==> config.mk <==
export PLATFORM = sky130hd
export DESIGN_NAME = ast_timing
export DESIGN_NICKNAME = d
export VERILOG_FILES = /design/src/pkg/ast_pkg.sv /design/src/logic/ast_timing.sv
export SDC_FILE = /design/constraint.sdc
export NUM_CORES = 1
export LEC_CHECK = 0
export BUFFER_PORTS_ARGS = -buffer_cell sky130_fd_sc_hd__buf_4
export CELL_PAD_IN_SITES_DETAIL_PLACEMENT = 1
export CELL_PAD_IN_SITES_GLOBAL_PLACEMENT = 1
export CORE_ASPECT_RATIO = 1.2
export CORE_UTILIZATION = 40
export DETAILED_ROUTE_END_ITERATION = 16
export PLACE_DENSITY = 0.78
export SYNTH_ARGS = -nofsm -noshare
export SYNTH_HDL_FRONTEND = slang
export SYNTH_SLANG_ARGS = --single-unit
==> constraint.sdc <==
create_clock -name aclk -period 3.49 [get_ports aclk]
set_input_delay 0.5235 -clock aclk [delete_from_list [all_inputs] [get_ports aclk]]
set_output_delay 0.5235 -clock aclk [all_outputs]
set_load 0.02 [all_outputs]
==> src/pkg/ast_pkg.sv <==
// Constants, types and default timing tables for the conversion timing block.
// Assumes a 50 MHz aclk; tables are built from times in nanoseconds.
package ast_pkg;

   localparam int unsigned CLK_NS  = 20;
   localparam int          CW      = 16;
   localparam int          ADDR_W  = 10;

   // Register indices; byte address is four times the index
   localparam logic [7:0] IDX_DELAY  = 8'h3d;
   localparam logic [7:0] IDX_CELL   = 8'h3e;
   localparam logic [7:0] IDX_AUX    = 8'h3f;
   localparam logic [7:0] IDX_STATUS = 8'h48;

   localparam logic [7:0]  RST_DELAY = 8'h00;
   localparam logic [7:0]  RST_CELL  = 8'h44;
   localparam logic [31:0] RST_AUX   = 32'h4444_4444;

   localparam int         CELL_DLY_LSB  = 4;
   localparam int         AUX_DLY_LSB   = 0;
   localparam logic [7:0] DLY_RSVD_MASK = 8'h88;
   localparam int         CELL_INT_LSB  = 4;
   localparam int         TEMP_INT_LSB  = 0;
   localparam int         AUX_CH_N      = 8;

   localparam logic [1:0] RESP_OKAY   = 2'h0;
   localparam logic [1:0] RESP_SLVERR = 2'h2;

   typedef int unsigned ast_dly_tab_t [8];
   typedef int unsigned ast_int_tab_t [16];

   localparam ast_dly_tab_t DLY_NS = '{0, 2000, 5000, 10000, 20000, 50000, 100000, 200000};
   localparam ast_int_tab_t INT_NS = '{4130, 5960, 8020, 10000, 12600, 14900, 17400, 19900,
                                       24900, 30000, 40100, 60000, 100000, 200000, 500000,
                                       1000000};

   typedef logic [CW-1:0] ast_cnt_t;

   typedef enum logic [1:0] {AST_CELL, AST_TEMP, AST_AUX} ast_group_e;
   typedef enum logic [1:0] {AST_IDLE, AST_SETTLE, AST_SAMPLE} ast_state_e;

   typedef struct packed {
      logic       valid;
      ast_group_e grp;
      logic [2:0] aux_ch;
      logic       first;
      logic       oversample;
   } ast_req_s;

   typedef struct packed {
      logic [2:0]  cell_initial_delay;
      logic [2:0]  aux_initial_delay;
      logic [3:0]  cell_sample_interval;
      logic [3:0]  die_temp_sample_interval;
      logic [31:0] aux_sample_interval;
   } ast_cfg_s;

   // Least times round up to whole cycles
   function automatic int unsigned ast_cyc(input int unsigned ns);
      return (ns + CLK_NS - 1) / CLK_NS;
   endfunction

   function automatic ast_dly_tab_t ast_dly_default();
      ast_dly_tab_t t;
      for (int i = 0; i < 8; i++) begin
         t[i] = ast_cyc(DLY_NS[i]);
      end
      return t;
   endfunction

   function automatic ast_int_tab_t ast_int_default();
      ast_int_tab_t t;
      for (int i = 0; i < 16; i++) begin
         t[i] = ast_cyc(INT_NS[i]);
      end
      return t;
   endfunction

endpackage

==> src/logic/ast_timing.sv <==
// Conversion timing configuration and settle/interval timer with AXI4-Lite registers.
// Assumes the sequencer on the same clock issues one channel request at a time.

// Operation
// - Cell delay field bits 6:4 picks settle
// - Settle on first cell/aux request only, not for oversamples
// - Aux delay field bits 2:0 picks settle
// - Delay register bits 7,3 read zero
// - Cell interval field bits 7:4 times cells
// - Bits 3:0 time die temperature channel
// - Interval codes decode through shared table
// - Aux channel n nibble from bit 31 down
module ast_timing #(
   parameter ast_pkg::ast_dly_tab_t DLY_CYC = ast_pkg::ast_dly_default(),
   parameter ast_pkg::ast_int_tab_t INT_CYC = ast_pkg::ast_int_default()
) (
   input  wire  logic                      aclk,
   input  wire  logic                      aresetn,
   input  wire  logic [ast_pkg::ADDR_W-1:0] awaddr,
   input  wire  logic                      awvalid,
   output logic                            awready,
   input  wire  logic [31:0]               wdata,
   input  wire  logic [3:0]                wstrb,
   input  wire  logic                      wvalid,
   output logic                            wready,
   output logic [1:0]                      bresp,
   output logic                            bvalid,
   input  wire  logic                      bready,
   input  wire  logic [ast_pkg::ADDR_W-1:0] araddr,
   input  wire  logic                      arvalid,
   output logic                            arready,
   output logic [31:0]                     rdata,
   output logic [1:0]                      rresp,
   output logic                            rvalid,
   input  wire  logic                      rready,
   input  wire  ast_pkg::ast_req_s         req,
   output logic                            req_ready,
   output logic                            sample_strobe,
   output logic                            settling,
   output ast_pkg::ast_cfg_s               cfg
);
   import ast_pkg::*;

   for (genvar i = 0; i < 16; i++) begin : g_chk
      if (INT_CYC[i] < 1 || INT_CYC[i] >= (1 << CW) || (i < 8 && DLY_CYC[i % 8] >= (1 << CW)))
         $error("Timing table entry out of counter range");
   end

   logic [7:0]  dly_r;
   logic [7:0]  cell_r;
   logic [31:0] aux_r;

   logic        aw_got_r;
   logic [7:0]  aw_idx_r;
   logic        w_got_r;
   logic [31:0] wdata_r;
   logic [3:0]  wstrb_r;
   logic        bvalid_r;
   logic [1:0]  bresp_r;
   logic        rvalid_r;
   logic [31:0] rdata_r;
   logic [1:0]  rresp_r;
   logic        wr_go;

   ast_state_e  state_r;
   ast_cnt_t    cnt_r;
   logic [3:0]  int_code_r;
   logic        sample_r;
   logic        accept;
   logic [2:0]  dly_code;
   logic [3:0]  int_code;
   logic        use_settle;

   // Write channel: address and data taken in either order
   assign awready = !aw_got_r && !bvalid_r;
   assign wready  = !w_got_r && !bvalid_r;
   assign wr_go   = aw_got_r && w_got_r;
   assign bvalid  = bvalid_r;
   assign bresp   = bresp_r;

   always_ff @(posedge aclk) begin
      if (!aresetn) begin
         aw_got_r <= 1'b0;
         aw_idx_r <= 8'h00;
         w_got_r  <= 1'b0;
         wdata_r  <= 32'h0000_0000;
         wstrb_r  <= 4'h0;
         bvalid_r <= 1'b0;
         bresp_r  <= RESP_OKAY;
      end else begin
         if (awvalid && awready) begin
            aw_got_r <= 1'b1;
            aw_idx_r <= awaddr[ADDR_W-1:2];
         end
         if (wvalid && wready) begin
            w_got_r <= 1'b1;
            wdata_r <= wdata;
            wstrb_r <= wstrb;
         end
         if (wr_go) begin
            aw_got_r <= 1'b0;
            w_got_r  <= 1'b0;
            bvalid_r <= 1'b1;
            bresp_r  <= (aw_idx_r inside {IDX_DELAY, IDX_CELL, IDX_AUX, IDX_STATUS}) ?
                        RESP_OKAY : RESP_SLVERR;
         end else if (bvalid_r && bready) begin
            bvalid_r <= 1'b0;
         end
      end
   end

   // Register storage with byte lanes
   always_ff @(posedge aclk) begin
      if (!aresetn) begin
         dly_r  <= RST_DELAY;
         cell_r <= RST_CELL;
         aux_r  <= RST_AUX;
      end else if (wr_go) begin
         if (aw_idx_r == IDX_DELAY && wstrb_r[0]) begin
            dly_r <= wdata_r[7:0] & ~DLY_RSVD_MASK;
         end
         if (aw_idx_r == IDX_CELL && wstrb_r[0]) begin
            cell_r <= wdata_r[7:0];
         end
         if (aw_idx_r == IDX_AUX) begin
            for (int b = 0; b < 4; b++) begin
               if (wstrb_r[b]) begin
                  aux_r[8*b +: 8] <= wdata_r[8*b +: 8];
               end
            end
         end
      end
   end

   // Read channel
   assign arready = !rvalid_r;
   assign rvalid  = rvalid_r;
   assign rdata   = rdata_r;
   assign rresp   = rresp_r;

   always_ff @(posedge aclk) begin
      if (!aresetn) begin
         rvalid_r <= 1'b0;
         rdata_r  <= 32'h0000_0000;
         rresp_r  <= RESP_OKAY;
      end else if (arvalid && arready) begin
         rvalid_r <= 1'b1;
         rresp_r  <= RESP_OKAY;
         unique case (araddr[ADDR_W-1:2])
            IDX_DELAY:  rdata_r <= {24'h00_0000, dly_r & ~DLY_RSVD_MASK};
            IDX_CELL:   rdata_r <= {24'h00_0000, cell_r};
            IDX_AUX:    rdata_r <= aux_r;
            IDX_STATUS: rdata_r <= {30'h0000_0000, state_r == AST_SAMPLE,
                                    state_r == AST_SETTLE};
            default: begin
               rdata_r <= 32'h0000_0000;
               rresp_r <= RESP_SLVERR;
            end
         endcase
      end else if (rvalid_r && rready) begin
         rvalid_r <= 1'b0;
      end
   end

   assign cfg.cell_initial_delay       = dly_r[CELL_DLY_LSB +: 3];
   assign cfg.aux_initial_delay        = dly_r[AUX_DLY_LSB +: 3];
   assign cfg.cell_sample_interval     = cell_r[CELL_INT_LSB +: 4];
   assign cfg.die_temp_sample_interval = cell_r[TEMP_INT_LSB +: 4];
   assign cfg.aux_sample_interval      = aux_r;

   // Channel timer
   assign req_ready     = (state_r == AST_IDLE);
   assign accept        = req.valid && req_ready;
   assign settling      = (state_r == AST_SETTLE);
   assign sample_strobe = sample_r;
   assign dly_code = (req.grp == AST_AUX) ? cfg.aux_initial_delay : cfg.cell_initial_delay;
   assign use_settle = req.first && !req.oversample && req.grp != AST_TEMP &&
                       DLY_CYC[dly_code] != 0;

   always_comb begin
      unique case (req.grp)
         AST_CELL: int_code = cfg.cell_sample_interval;
         AST_TEMP: int_code = cfg.die_temp_sample_interval;
         AST_AUX:  int_code = aux_r[31 - 4*req.aux_ch -: 4];
         default:  int_code = cfg.cell_sample_interval;
      endcase
   end

   always_ff @(posedge aclk) begin
      if (!aresetn) begin
         state_r    <= AST_IDLE;
         cnt_r      <= '0;
         int_code_r <= 4'h0;
      end else begin
         unique case (state_r)
            AST_IDLE: if (accept) begin
               int_code_r <= int_code;
               if (use_settle) begin
                  state_r <= AST_SETTLE;
                  cnt_r   <= CW'(DLY_CYC[dly_code]);
               end else begin
                  state_r <= AST_SAMPLE;
                  cnt_r   <= CW'(INT_CYC[int_code]);
               end
            end
            AST_SETTLE: if (cnt_r == 1) begin
               state_r <= AST_SAMPLE;
               cnt_r   <= CW'(INT_CYC[int_code_r]);
            end else begin
               cnt_r <= cnt_r - 1'b1;
            end
            AST_SAMPLE: if (cnt_r == 1) begin
               state_r <= AST_IDLE;
            end else begin
               cnt_r <= cnt_r - 1'b1;
            end
         endcase
      end
   end

   always_ff @(posedge aclk) begin
      if (!aresetn) begin
         sample_r <= 1'b0;
      end else begin
         sample_r <= (state_r == AST_SAMPLE) && (cnt_r == 1);
      end
   end
endmodule

Word level (Yosys, flattened, before mapping)
Memory sizes are Yosys's and may differ from the RTL's.
Cells that the tools add are included.

word-level totals
  register bits = 153
  ROM bits = 1280
  output and inout bits = 90
  memories kept = 3

operators by class
  add/sub/neg operators = 2
  order comparisons = 3
  equal/unequal tests = 18
  shift-type cells = 1
  multiplexer cells = 25
  bitwise gates (word level) = 4
  reductions and logical operators = 36

memory list
  name              words  width  read ports  clocked after memory_dff  wr ports  line               text
  (name not given)  16     32     1           0                         0         ast_timing.sv:208  cnt_r <= CW'(INT_CYC[int_code_r]);
  (name not given)  16     32     1           0                         0         ast_timing.sv:203  cnt_r <= CW'(INT_CYC[int_code]);
  (name not given)  8      32     1           0                         0         ast_timing.sv:200  cnt_r <= CW'(DLY_CYC[dly_code]);

operator list
  kind                     count
  $mux W16                 8
  $pmux W32 S4             1
  $mux W32                 2
  $eq A8 B6 Y1 const B     6
  $pmux W16 S3             1
  $shiftx A35 B33 Y4       1
  $reduce_bool A32 Y1      1
  $eq A16 B1 Y1 const B    1
  $eq A8 B7 Y1 const B     2
  $sub A16 B1 Y16 const B  1
  $logic_and A1 B1 Y1      15
  $reduce_and A3 Y1        5
  $mux W2                  6
  $ge A5 B5 Y1 const B     2
  $not A4 Y5               2
  $pmux W4 S2              1
  $reduce_and A2 Y1        4
  $ne A2 B1 Y1 const B     3
  $pmux W2 S3              1
  $sub A5 B5 Y6 const A    1
  $logic_not A1 Y1         5
  $eq A2 B1 Y1 const B     2
  $eq A2 B2 Y1 const B     2
  $ge A4 B4 Y1 const B     1
  10 further kinds         15

Longest topological paths before layout
  word-level depth = 11
  mapped depth = 13
  gate-level depth less buffers = 12

Worst setup path before layout
OpenSTA, ideal clock, no wires.

  path type = input -> register
  start = input port req[2] (netlist bit)
  end = register cnt_r[6]
  setup time = 0.092 ns
  arrival = 2.783 ns
  data required time = 3.398 ns
  path slack = 0.615 ns
  stages = 11
  buffers on the path = 2
  cell sequence = buf_6 buf_6 mux2i_1 a22oi_1 a31oi_1 inv_1 ha_1 and4_1 nor3_1 nor3_1 o32ai_1

between the ends
  longest elaborated chain between the ends = 10

ends and longest elaborated chain
  element                                       line               text
  start: declaration                            ast_timing.sv:36   input wire ast_pkg::ast_req_s req,
  $sub A5 B5 Y6                                 ast_timing.sv:184  AST_AUX: int_code = aux_r[31 - 4*req.aux_ch -: 4];
  $shiftx A35 B33 Y4                            ast_timing.sv:184
  $pmux W4 S2                                   ast_timing.sv:181  unique case (req.grp)
  named net int_code[1]                         ast_timing.sv:71   logic [3:0] int_code;
  $not A4 Y5 (not written as such)              ast_timing.sv:203
  $mem_v2 Z16 W32                               -
  $mux W16 (not written as such) (2 in series)  ast_timing.sv:203
  $mux W16                                      ast_timing.sv:198  if (use_settle) begin
  $mux W16                                      ast_timing.sv:196  AST_IDLE: if (accept) begin
  $pmux W16 S3                                  ast_timing.sv:195  unique case (state_r)
  end signal: assignment                        ast_timing.sv:200
  end signal: assignment                        ast_timing.sv:203
  end signal: assignment                        ast_timing.sv:208
  end: declaration                              ast_timing.sv:66   ast_cnt_t cnt_r;

The timed path passes the listed nets, and every way through them passes these cells. The select of a mux whose other input is x is not followed.
A chain may end at the register's enable or synchronous reset.

Worst setup path in the final report
  start = register cnt_r[11]
  end = register cnt_r[3]

between the ends
  longest elaborated chain between the ends = 3
  elaborated cells on any way between the ends = 5
  classes of those cells = 2 x eq/ne; 2 x mux; 1 x reduce/logical

ends and longest elaborated chain
  element                                                   line
  $eq A16 B1 Y1 (*)                                         ast_timing.sv:206, ast_timing.sv:212
  $mux W16 / $ne A2 B2 Y1 (equally long branches)           -
  $pmux W16 S3 / $reduce_and A2 Y1 (equally long branches)  -

Every way passes the cells marked *; elsewhere a longest branch is shown, timed or not.

==> results.py <==
metrics = {
    "logic_synthesis": {
        "synth_cell_types": 76,
        "synth_area_leaders": "dfxtp_1 40%, nand2_1 7.9%, mux2i_1 6.1%",
        "synth_async_sr_flop_share_pct": 0,
        "netlist.area_leader.share_pct": 39.7,
        "synth.ff_latch_count": 151,
        "synth.avg_cell_area_sq_um": 8.21,
        "synthesis.instances": 927,
        "synth_most_common_cell": "nand2_1",
        "synth_seq_area_share_pct": 39.7,
        "most_used_flip_flop_cell_after_synthesis": "dfxtp_1",
        "syn_area_sq_um": 7610,
        "synth_enable_flop_cells": 0,
        "top_post_synthesis_cells_by_count": "161 x nand2_1, 151 x dfxtp_1, 91 x a21oi_1",
        "ys_warn_count": 0,
        "yosys.area.top_type": "dfxtp_1",
    },
    "route": {
        "vias": 7349,
        "remaining_drc_errors": 0,
        "detail_route.first_pass.iterations": 4,
        "route.detailed.wl_per_inst_um": 19.4,
        "drt_iter0_drc": 342,
        "postRouteAntennaNets": 0,
        "finalWirelength_um": 25700,
        "viasPerCell": 5.55,
    },
    "clocking": {
        "cts_tree": "yes",
        "clock-sinks": 151,
        "cts.htree.levels": 4,
        "post-cts-setup-buffers": 0,
        "numCtsBuffers": 17,
        "clkLatencyLatePin_ns": 0.43,
        "ctsRootBufferMaster": "clkbuf_16",
        "holdBufCountCts": 0,
        "post_cts_resize_count": 0,
        "clkSlewWorstSetupHoldPaths_ns": 0.07,
        "cts-root-to-sink-buffers": 2,
    },
    "hold_path": {
        "hold_class": "in -> reg",
        "worstHoldPathCells": 2,
        "timing.hold.worst_endpoint": "rvalid$_SDFFE_PN0P_",
        "hold_start": "rready",
    },
    "sta": {
        "setup-tns-final_ns": 0,
        "timing.hold.ws_ns": 0.269,
        "worst_max_slew_pin_slew_ns": 0.913,
        "fin_skew_ns": 0.00908,
        "fraction_of_the_cycle_the_final_worst_path_needs_pct": 78.5,
        "timing.final.crit_period_ns": 2.74,
        "report.final.hold_viol_count": 0,
        "fmax_ghz": 0.365,
        "slew-limit-headroom_pct": 39.1,
        "count_of_pins_over_their_slew_limit": 0,
        "grt_setup_unrepaired": "false",
        "final-setup-viol-count": 0,
        "setup_ws_ns": 0.752,
    },
    "setup_path": {
        "path_buf_inv": 0,
        "reg2reg_start": "cnt_r[11]$_SDFFE_PN0P_",
        "cp_class": "reg -> reg",
        "crit_path_max_incr_delay_ns": 0.64,
        "worstPathRequired_ns": 3.80,
        "critical_path.max_fanout": 14,
        "critical_path_sink_type": "flop",
        "critical_path.startpoint_type": "flop",
        "timing.critical_path.arrival_ns": 3.05,
        "reg2reg_slack_ns": 0.75,
        "path_cells": "nor4_1 > nand4_1 > a21oi_2 > o221ai_1 > a32oi_1 > o21ai_0",
        "cpMaxStageDelayCell": "a21oi_2",
        "worstReg2RegEnd": "cnt_r[3]$_SDFFE_PN0P_",
        "family_with_the_most_delay_on_the_worst_path": "compound AO/OA/AOI/OAI gates",
        "rr_worst_depth": 6,
    },
    "power": {
        "power.combinational.fraction_pct": 17.2,
        "finalPower_uw": 4430,
        "swShare_pct": 30.7,
        "worst_ir_drop_vdd_uv": 332,
        "sequential_share_of_power_pct": 43.0,
        "intPower_uw": 3070,
        "net_load_switching_power_uw": 1360,
        "leakagePower_uw": 0.00401,
        "power_density_nw_per_um2": 465,
        "power.clock.fraction_pct": 39.9,
    },
    "global_route": {
        "grt_max_degree": 121,
        "track_usage_pct": 26.8,
        "overflow": 0,
        "antenna_found_initial": 0,
        "grt_first_pass_wirelength_um": 40700,
        "first_global_vias": 7660,
    },
    "floorplanning": {
        "die_width_um": 128,
        "floorplan.die.height_um": 153,
        "core_area_sq_um": 18400,
        "start_util_pct": 41.4,
        "design.portCount": 161,
        "std_cell_rows": 54,
        "dieArea_sq_um": 19600,
    },
    "finish": {
        "layoutNonFillerInstCount": 1323,
        "layout-area-overhead-vs-synth_pct": 25.2,
        "layout-drive-gt1-share_pct": 21.4,
        "antennaDiodeCount": 0,
        "nNetsFinal": 1157,
    },
    "place": {
        "place.detailed.instances": 1291,
        "hpwlAfterDp_um": 18900,
        "gp_routability_congestion": 0.854,
        "placement.setup.worst_slack_ns": 0.461,
        "port_buffers": 154,
    },
    "run": {
        "maxCapViolations": 0,
    },
    "status": {
        "run_status": "finished clean",
    },
}
final cells by class:
type | count | area [sq um]
Fill cell | 2278 | 8850
Timing Repair Buffer | 170 | 1290
Multi-Input combinational cell | 691 | 4230
Inverter | 27 | 106
Tap cell | 252 | 315
Clock inverter | 13 | 110
Sequential cell | 151 | 3020
Clock buffer | 19 | 453
flip-flops by register name, indices dropped and copies added (netlist names), 2 cells and up:
name        flops
aw_idx_r        8
aux_r          32
int_code_r      4
cell_r          8
wdata_r        32
state_r         2
wstrb_r         4
rdata          32
cnt_r          16
dly_r           6
cells by family after synthesis:
group | Yosys count | share of synthesized area (%)
xor gates and xnor gates | 11 | 1.27
other | 1 | 0.0493
muxes | 59 | 8.16
AOI/OAI and AO/OA | 231 | 19.9
adders and majority gates | 28 | 4.60
buffers and inverters | 86 | 4.77
DFF | 151 | 39.7
and+or+nand+nor | 360 | 21.5
per-stage QoR:
step	util [%]	area [sq um]
global route	51.8	9520
finish	51.8	9520
detailed placement	48.8	8960
floorplan	-	7610
global placement	48.8	8960
CTS	51.8	9520
routing by layer:
metal	wire length [um]	up-vias	GRT usage (%)	part of all wire [%]
met5	0	-	0	0
met4	983	0	12.8	3.8
met3	1150	52	6.02	4.5
met2	13500	175	48.8	53
met1	10000	3573	29.0	39
li1	-	3549	-	-
worst reg2reg max path: cells and delay by family (launching register included):
kind | cells | cell delay [ns]
AOI/OAI and AO/OA | 4 | 1.31
DFF | 1 | 0.38
and+or+nand+nor | 2 | 0.93
cell usage in the layout (no fill, tap or decap), types with 4 or more instances in the layout:
cell / count
ha_1: 28
dfxtp_1: 151
nand3_1: 38
buf_4: 169
a22o_1: 5
nor4_1: 8
o22ai_1: 5
xnor2_1: 5
o221ai_1: 5
xor2_1: 6
clkbuf_16: 17
nand4b_1: 6
nor2_1: 84
nor3_1: 16
a22oi_1: 34
nand2b_1: 7
and2_1: 8
a211oi_1: 11
inv_6: 6
inv_1: 24
o21ai_0: 26
a32o_1: 4
a21oi_1: 91
o31ai_1: 4
a31oi_1: 5
mux2_2: 11
nand2_1: 161
nor2b_1: 6
mux2i_1: 46
worst max-delay path by stage:
stage	cells past startpoint	start	endpoint
3_5_place_dp	9	req[5]	cnt_r[12]$_SDFFE_PN0P_
5_1_grt	6	cnt_r[11]$_SDFFE_PN0P_	cnt_r[3]$_SDFFE_PN0P_
6_report	6	cnt_r[11]$_SDFFE_PN0P_	cnt_r[3]$_SDFFE_PN0P_
3_3_place_gp	9	req[5]	cnt_r[12]$_SDFFE_PN0P_
4_1_cts	6	cnt_r[6]$_SDFFE_PN0P_	cnt_r[3]$_SDFFE_PN0P_
2_1_floorplan	11	req[2]	cnt_r[6]$_SDFFE_PN0P_
power groups by stage:
| stage | combinational [uW] | clock [uW] | sequential [uW] |
|---|---|---|---|
| global placement | 739 | 0 | 1930 |
| finish | 760 | 1770 | 1900 |
| global route | 837 | 1870 | 1910 |
| floorplan | 528 | 0 | 1900 |
| CTS | 762 | 1790 | 1900 |
| detailed placement | 757 | 0 | 1940 |
Note: power is estimated with default switching activity, not from simulation.
